`src/cee_pkg.sv`:
```
package cee_pkg;

	// Execute cycles that follow decode in every exception entry
	localparam int EX_CYCLES = 4;
	localparam logic [1:0] EX_LAST = 2'h3;

	// Access size encoding on the memory access path
	localparam logic [1:0] SIZE_BYTE = 2'h0;
	localparam logic [1:0] SIZE_WORD = 2'h1;
	localparam logic [1:0] SIZE_LONG = 2'h2;

	// On-chip peripheral register space and its byte-wide part
	localparam logic [31:0] PERIPH_LO = 32'hFFFF_0000;
	localparam logic [31:0] PERIPH_HI = 32'hFFFF_FFFF;
	localparam logic [31:0] BYTE_AREA_LO = 32'hFFFF_8000;
	localparam logic [31:0] BYTE_AREA_HI = 32'hFFFF_BFFF;

	// Translation fault vector bit positions
	localparam int TLB_MISS_BIT = 0;
	localparam int TLB_INVALID_BIT = 1;
	localparam int TLB_INIT_WRITE_BIT = 2;
	localparam int TLB_PROTECT_BIT = 3;
	localparam int TLB_KINDS = 4;

	localparam logic [3:0] LEVEL_NONE = 4'h0;

	typedef enum logic [3:0] {
		CEE_CAUSE_NONE,
		CEE_CAUSE_ADDR_FETCH,
		CEE_CAUSE_ADDR_DATA,
		CEE_CAUSE_TLB_MISS,
		CEE_CAUSE_TLB_INVALID,
		CEE_CAUSE_TLB_INIT_WRITE,
		CEE_CAUSE_TLB_PROTECT,
		CEE_CAUSE_ILL_SLOT,
		CEE_CAUSE_ILL_GENERAL,
		CEE_CAUSE_INT_NMI,
		CEE_CAUSE_INT_LEVEL,
		CEE_CAUSE_INT_PERIPH
	} cee_cause_e;

	typedef enum logic {
		CEE_ST_RUN,
		CEE_ST_EX
	} cee_state_e;

endpackage

```
`src/cee_addr_check.sv`:
```
`timescale 1ns/1ns
module cee_addr_check (
	input wire logic [31:0] i_if_addr,
	input wire logic [31:0] i_ma_addr,
	input wire logic [1:0] i_ma_size,
	output logic o_fetch_fault,
	output logic o_data_fault
);

	function automatic logic in_range(input logic [31:0] a, input logic [31:0] lo, input logic [31:0] hi);
		in_range = (a >= lo) && (a <= hi);
	endfunction

	always_comb begin
		o_fetch_fault = i_if_addr[0] || in_range(i_if_addr, cee_pkg::PERIPH_LO, cee_pkg::PERIPH_HI);
		o_data_fault = 1'b0;
		if (i_ma_size == cee_pkg::SIZE_WORD && i_ma_addr[0]) begin
			o_data_fault = 1'b1;
		end else if (i_ma_size == cee_pkg::SIZE_LONG && i_ma_addr[1:0] != 2'h0) begin
			o_data_fault = 1'b1;
		end
		if (i_ma_size == cee_pkg::SIZE_LONG &&
			in_range(i_ma_addr, cee_pkg::BYTE_AREA_LO, cee_pkg::BYTE_AREA_HI)) begin
			o_data_fault = 1'b1;
		end
	end

endmodule // cee_addr_check

```
`src/cee_entry.sv`:
```
`timescale 1ns/1ns
// What this block does
// - Interrupts are accepted in decode; later stages become the entry sequence.
// - Each entry sequence is fetch, decode, then four consecutive execute cycles.
// - Entry is not delayed: no slot instruction runs, overrun fetch still happens.
// - Handler fetch starts in the slot right after the last execute cycle.
// - Interrupt sources are non-maskable, external level lines and peripherals.
// - Address errors are taken in decode with a non-delayed overrun entry.
// - Fetch from odd address or peripheral register raises fetch address error.
// - Misaligned word or longword data access raises an address error.
// - Longword access to byte-wide peripheral area raises an address error.
// - Translation faults are taken in decode with a non-delayed overrun entry.
// - Miss, invalid, initial write and protection faults are kept distinct.
// - Illegal code taken in decode; overrun covers one or two instructions.
// - Undefined code outside a delay slot gives the general illegal exception.
// - Undefined or PC-writing code in a delay slot gives illegal-slot exception.
module cee_entry (
	input wire logic i_clk,
	input wire logic i_reset_n,
	input wire logic i_nmi,
	input wire logic [3:0] i_external_level_interrupt_request,
	input wire logic [3:0] i_mask_level,
	input wire logic i_periph_irq,
	input wire logic i_if_req,
	input wire logic [31:0] i_if_addr,
	input wire logic i_ma_req,
	input wire logic [31:0] i_ma_addr,
	input wire logic [1:0] i_ma_size,
	input wire logic [3:0] i_tlb_fault,
	input wire logic i_id_valid,
	input wire logic i_id_undefined,
	input wire logic i_id_pc_write,
	input wire logic i_id_in_delay_slot,
	input wire logic i_id_two_overrun,
	output logic o_accept,
	output cee_pkg::cee_cause_e o_cause,
	output logic o_ex_active,
	output logic [1:0] o_ex_step,
	output logic o_fetch_inhibit,
	output logic o_discard,
	output logic o_handler_fetch
);

	cee_pkg::cee_state_e state_r, state_nxt;
	cee_pkg::cee_cause_e cause_r, cause_nxt, cause_pick;
	logic [1:0] step_r, step_nxt;
	logic two_r, two_nxt;
	logic handler_r, handler_nxt;
	logic fetch_err_r, fetch_err_nxt;
	logic data_err_r, data_err_nxt;
	logic [cee_pkg::TLB_KINDS-1:0] tlb_r, tlb_nxt;
	logic fetch_fault, data_fault;
	logic level_req;

	cee_addr_check u_addr_check (
		.i_if_addr(i_if_addr),
		.i_ma_addr(i_ma_addr),
		.i_ma_size(i_ma_size),
		.o_fetch_fault(fetch_fault),
		.o_data_fault(data_fault)
	);

	function automatic cee_pkg::cee_cause_e pick_cause(
		input logic fe, input logic de, input logic [3:0] tlb,
		input logic ill, input logic slot_ill, input logic nmi, input logic lvl, input logic per);
		if (fe) begin
			pick_cause = cee_pkg::CEE_CAUSE_ADDR_FETCH;
		end else if (de) begin
			pick_cause = cee_pkg::CEE_CAUSE_ADDR_DATA;
		end else if (tlb[cee_pkg::TLB_MISS_BIT]) begin
			pick_cause = cee_pkg::CEE_CAUSE_TLB_MISS;
		end else if (tlb[cee_pkg::TLB_INVALID_BIT]) begin
			pick_cause = cee_pkg::CEE_CAUSE_TLB_INVALID;
		end else if (tlb[cee_pkg::TLB_INIT_WRITE_BIT]) begin
			pick_cause = cee_pkg::CEE_CAUSE_TLB_INIT_WRITE;
		end else if (tlb[cee_pkg::TLB_PROTECT_BIT]) begin
			pick_cause = cee_pkg::CEE_CAUSE_TLB_PROTECT;
		end else if (slot_ill) begin
			pick_cause = cee_pkg::CEE_CAUSE_ILL_SLOT;
		end else if (ill) begin
			pick_cause = cee_pkg::CEE_CAUSE_ILL_GENERAL;
		end else if (nmi) begin
			pick_cause = cee_pkg::CEE_CAUSE_INT_NMI;
		end else if (lvl) begin
			pick_cause = cee_pkg::CEE_CAUSE_INT_LEVEL;
		end else if (per) begin
			pick_cause = cee_pkg::CEE_CAUSE_INT_PERIPH;
		end else begin
			pick_cause = cee_pkg::CEE_CAUSE_NONE;
		end
	endfunction

	// Level lines request above the mask
	assign level_req = (i_external_level_interrupt_request != cee_pkg::LEVEL_NONE) &&
		(i_external_level_interrupt_request > i_mask_level);

	always_comb begin
		cause_pick = pick_cause(fetch_err_r, data_err_r, tlb_r,
			i_id_undefined && !i_id_in_delay_slot,
			i_id_in_delay_slot && (i_id_undefined || i_id_pc_write),
			i_nmi, level_req, i_periph_irq);
	end

	assign o_accept = (state_r == cee_pkg::CEE_ST_RUN) && i_id_valid &&
		(cause_pick != cee_pkg::CEE_CAUSE_NONE);
	assign o_ex_active = (state_r == cee_pkg::CEE_ST_EX);
	assign o_ex_step = step_r;
	assign o_cause = cause_r;
	assign o_discard = o_ex_active;
	assign o_fetch_inhibit = o_ex_active && !(two_r && step_r == 2'h0);
	assign o_handler_fetch = handler_r;

	always_comb begin
		state_nxt = state_r;
		step_nxt = step_r;
		cause_nxt = cause_r;
		two_nxt = two_r;
		handler_nxt = 1'b0;
		case (state_r)
			cee_pkg::CEE_ST_RUN: begin
				if (o_accept) begin
					state_nxt = cee_pkg::CEE_ST_EX;
					step_nxt = 2'h0;
					cause_nxt = cause_pick;
					two_nxt = i_id_two_overrun &&
						(cause_pick == cee_pkg::CEE_CAUSE_ILL_GENERAL || cause_pick == cee_pkg::CEE_CAUSE_ILL_SLOT);
				end
			end
			cee_pkg::CEE_ST_EX: begin
				if (step_r == cee_pkg::EX_LAST) begin
					state_nxt = cee_pkg::CEE_ST_RUN;
					step_nxt = 2'h0;
					two_nxt = 1'b0;
					handler_nxt = 1'b1;
				end else begin
					step_nxt = step_r + 2'h1;
				end
			end
			default: begin
				state_nxt = cee_pkg::CEE_ST_RUN;
			end
		endcase
	end

	always_ff @(posedge i_clk or negedge i_reset_n) begin
		if (!i_reset_n) begin
			state_r <= cee_pkg::CEE_ST_RUN;
			step_r <= 2'h0;
			cause_r <= cee_pkg::CEE_CAUSE_NONE;
			two_r <= 1'b0;
			handler_r <= 1'b0;
		end else begin
			state_r <= state_nxt;
			step_r <= step_nxt;
			cause_r <= cause_nxt;
			two_r <= two_nxt;
			handler_r <= handler_nxt;
		end
	end

	// Pending faults: a new fault in the accept cycle survives the clear
	always_comb begin
		fetch_err_nxt = fetch_err_r;
		data_err_nxt = data_err_r;
		tlb_nxt = tlb_r;
		if (o_accept) begin
			fetch_err_nxt = 1'b0;
			data_err_nxt = 1'b0;
			tlb_nxt = '0;
		end
		if (i_if_req && !o_ex_active) begin
			fetch_err_nxt = fetch_fault;
		end
		if (i_ma_req && data_fault && !o_ex_active) begin
			data_err_nxt = 1'b1;
		end
		if (!o_ex_active) begin
			tlb_nxt = tlb_nxt | i_tlb_fault;
		end
	end

	always_ff @(posedge i_clk or negedge i_reset_n) begin
		if (!i_reset_n) begin
			fetch_err_r <= 1'b0;
			data_err_r <= 1'b0;
			tlb_r <= '0;
		end else begin
			fetch_err_r <= fetch_err_nxt;
			data_err_r <= data_err_nxt;
			tlb_r <= tlb_nxt;
		end
	end
endmodule // cee_entry

```
`config.mk`:
```
export PLATFORM = sky130hd
export DESIGN_NAME = cee_entry
export DESIGN_NICKNAME = d
export VERILOG_FILES = /design/src/cee_pkg.sv /design/src/cee_addr_check.sv /design/src/cee_entry.sv
export SDC_FILE = /design/constraint.sdc
export NUM_CORES = 1
export LEC_CHECK = 0
export BUFFER_PORTS_ARGS = -buffer_cell sky130_fd_sc_hd__buf_2
export CELL_PAD_IN_SITES_DETAIL_PLACEMENT = 0
export CELL_PAD_IN_SITES_GLOBAL_PLACEMENT = 2
export CORE_UTILIZATION = 16
export CTS_BUF_LIST = sky130_fd_sc_hd__clkbuf_4 sky130_fd_sc_hd__clkbuf_8 sky130_fd_sc_hd__clkbuf_16
export CTS_CLUSTER_DIAMETER = 80
export DETAILED_ROUTE_END_ITERATION = 7
export MAX_ROUTING_LAYER = met4
export PLACE_DENSITY = 0.77
export SLEW_MARGIN = 20
export SYNTH_ARGS = -nofsm -noshare
export SYNTH_HDL_FRONTEND = slang
export SYNTH_HIERARCHICAL = 1
export SYNTH_SLANG_ARGS = --single-unit
```
`constraint.sdc`:
```
create_clock -name i_clk -period 1.8 [get_ports i_clk]
set_clock_uncertainty 0.15 [all_clocks]
set_input_delay 0.18 -clock i_clk [delete_from_list [all_inputs] [get_ports i_clk]]
set_output_delay 0.18 -clock i_clk [all_outputs]
set_load 0.005 [all_outputs]
```
==> results.txt <==
Worst Path Buf+Inv -> 2
Worst-case clock buffer depth -> 2
Worst-margin pin slew -> 0.360 ns
Final nets -> 306
Fraction of registers with async set/reset -> 100%
Worst min path class -> in2reg
Worst hold path depth -> 3
Syn nets -> 217
Clock transition at path regs -> 0.06 ns
Syn. warnings -> 6
RR Endpoint -> o_cause[1]
Port Buf Inserts -> 72
Dpl cells -> 281
H-tree depth -> 1
# Max-Cap Violations -> 0
Initial core utilization -> 16.8%
Largest delay share family, worst path -> compound AO/OA/AOI/OAI gates
Post-DP HPWL -> 2480 um
Final min period -> 1.74 ns
Synth top area share -> 34.6%
Core area -> 6460 um^2
GRT Resource Usage Total -> 8.70%
Hold Path Sink -> tlb_r[2]
Worst Setup SP -> i_external_level_interrupt_request[1]
CP arrival -> 1.41 ns
Status -> complete, but fails checks
Post-synth EDFFs -> 0
First-pass GRT wire length -> 4910 um
CP Cell Sequence -> buf_2 > ha_1 > nor2b_2 > o31ai_2 > a21o_4 > a31oi_4 > buf_2
Gate Count Post-Synth -> 122
CTS tree -> built
Post-Layout Cell Count -> 287
Core Rows -> 29
Antenna-violating nets left -> 0
GR Overflow Total -> 0
Failing checks -> DRC
Crit path launch type -> input port
CP Max Fanout -> 2
Worst path max stage delay -> 0.29 ns
Commonest cells in the synthesized netlist -> dfrtp_1 (15), inv_1 (15), nand2_1 (10), nand4_1 (8), o21ai_0 (8)
RSZ-0062 raised after global routing -> false
Final setup violation count -> 0
Vias in the first global route -> 1110
Die ar. -> 7100 um^2
Yosys reg bits -> 15
CP most frequent cell -> buf_2
Final worst-path cycle share -> 96.7%
# IOs -> 100
Diodes inserted -> 0
Worst vdd ir -> 0.000219 V
Synth Flop Type -> dfrtp_1
Kind of critical path -> in2out
Crit end category -> output port
Netlist cell types -> 44
Final Hold Fails -> 0
Routability cong. -> 0.816
Horiz. Die Dim -> 84.3 um
Post-Syn Area -> 1080 um^2
Max Slew Vio Count -> 0
R2R setup slack -> 0.08 ns
CTS buffer count -> 3
DRC -> 4
Avg Cell Area, Syn -> 8.88 um^2
Pwr dens -> 1080 nW/um^2
Initial antenna violation count -> 0
Util after Layout -> 26.6%
Largest net degree at the start of global routing -> 17
R2R Path Start -> tlb_r[2]
Vert. Die Dim -> 84.3 um
CP required -> 1.47 ns
Area growth syn-to-layout -> 58.7%
Maximum clock frequency -> 574 MHz
1st-iter DRT viols -> 27
CTS sink cnt -> 15
Sequential fraction of the synthesis area -> 34.6%
Via Count -> 1208
Drt pass-1 iters -> 6
Avg WL per Cell -> 10.1 um
Hold Crit Start -> i_tlb_fault[2]
Leak -> 0.873 nW
Share of cells above drive strength 1 -> 50.0%
Root buf cell -> clkbuf_8
Clock latency on the worst-skew pair -> 0.24 ns
DRT Wirelength -> 2900 um
Min Hold Slack -> 0.0223 ns
Relative slew slack -> 76.0%
CP max-delay cell -> ha_1
Worst Reg-to-Reg Cells -> 4
Top post-synthesis cells by area -> dfrtp_1 (35%), ha_1 (6.9%), inv_1 (5.2%)
Via density -> 4.21
Synth area leader -> dfrtp_1
[registers in the layout, summed over array words and instances (netlist names)]
name             count
o_cause              4
data_err_r           1
o_handler_fetch      1
fetch_err_r          1
o_ex_step            2
tlb_r                4
o_discard            1
two_r                1
[through the flow]
stage | cell area [um^2] | setup slack [ns] | total power [mW] | TNS (ns)
6_report | 1720 | 0.0592 | 1.85 | 0
5_1_grt | 1720 | 0.0126 | 2.03 | 0
4_1_cts | 1710 | 0.0385 | 1.86 | 0
3_5_place_dp | 1630 | -0.152 | 1.52 | -0.678
3_3_place_gp | 1630 | -0.129 | 1.52 | -0.619
2_1_floorplan | 1080 | 0.0175 | 1.11 | 0
[report_power, final]
group | total (mW) | switching [mW] | leakage [nW] | internal, mW
clock network | 0.286 | 0.114 | 0.0262 | 0.172
logic | 0.957 | 0.433 | 0.664 | 0.524
registers | 0.610 | 0.119 | 0.183 | 0.491
total | 1.85 | 0.666 | 0.873 | 1.19
[what timing repair did]
item,in CTS,in global routing
hold endpoints to repair,15,0
resized for setup,1,2
endpoints found under the setup margin,1,2
buffers inserted,1,0
hold buffers,1,0
pin swaps,1,1
[cells by family (layout without fill, tap and decap cells)]
logic type | count (synthesis) | after routing | synth area share, %
AO/OA/AOI/OAI | 33 | 33 | 23.3
adder cells (fa/ha/maj) | 6 | 6 | 6.93
buffers and inverters | 18 | 106 | 7.51
flip-flops | 15 | 15 | 34.6
multiplexers | 2 | 2 | 2.31
AND/OR/NAND/NOR | 48 | 48 | 25.3
[worst reg2reg max path: stages, from the launching register on]
cell and delay [ns]:
dfrtp_1 0.43, or4_1 0.51, a211o_1 0.25, a21oi_1 0.16
mux2_4 0.15
[area by class of cell]
class,count,area (um^2)
Clock buffer,4,48.8
Sequential cell,15,375
Multi-Input combinational cell,89,642
Tap cell,77,96.3
Timing Repair Buffer,87,500
Fill cell,697,4740
Inverter,15,56.3
[per-layer routing]
| metal | share of wire (%) | global-route usage, % | vias to the layer above | wire length, um |
|---|---|---|---|---|
| met4 | 0.69 | 2.82 | 0 | 20 |
| li1 | - | - | 618 | - |
| met1 | 45 | 10.6 | 521 | 1300 |
| met3 | 9.4 | 1.87 | 4 | 272 |
| met5 | 0 | - | - | 0 |
| met2 | 45 | 14.3 | 65 | 1320 |
[cell usage in the layout, fill, tap and decap left out, types with 2 or more instances in the layout]
cell and count:
nand2b_1 4, nand2_1 10, a211oi_1 2, o31ai_2 2
buf_12 2, o22ai_1 2, dfrtp_1 15, inv_1 15
nor3_1 4, o21ai_0 8, buf_2 72, nand4_1 8
clkbuf_8 3, nor2b_1 2, nor3b_1 2, a21oi_1 6
ha_1 6, nor3_2 2, buf_4 12, nor2_1 5
[how the worst max path moves through the flow]
stage	end	slack, ns	cells past startpoint
3_5_place_dp	o_ex_step[1]	-0.15	8
3_3_place_gp	o_cause[1]	-0.13	7
2_1_floorplan	o_cause[1]	0.02	7
5_1_grt	o_accept	0.01	7
6_report	o_accept	0.06	7
4_1_cts	o_ex_step[1]	0.04	9
No activity file was read; power rests on OpenSTA's default activity.
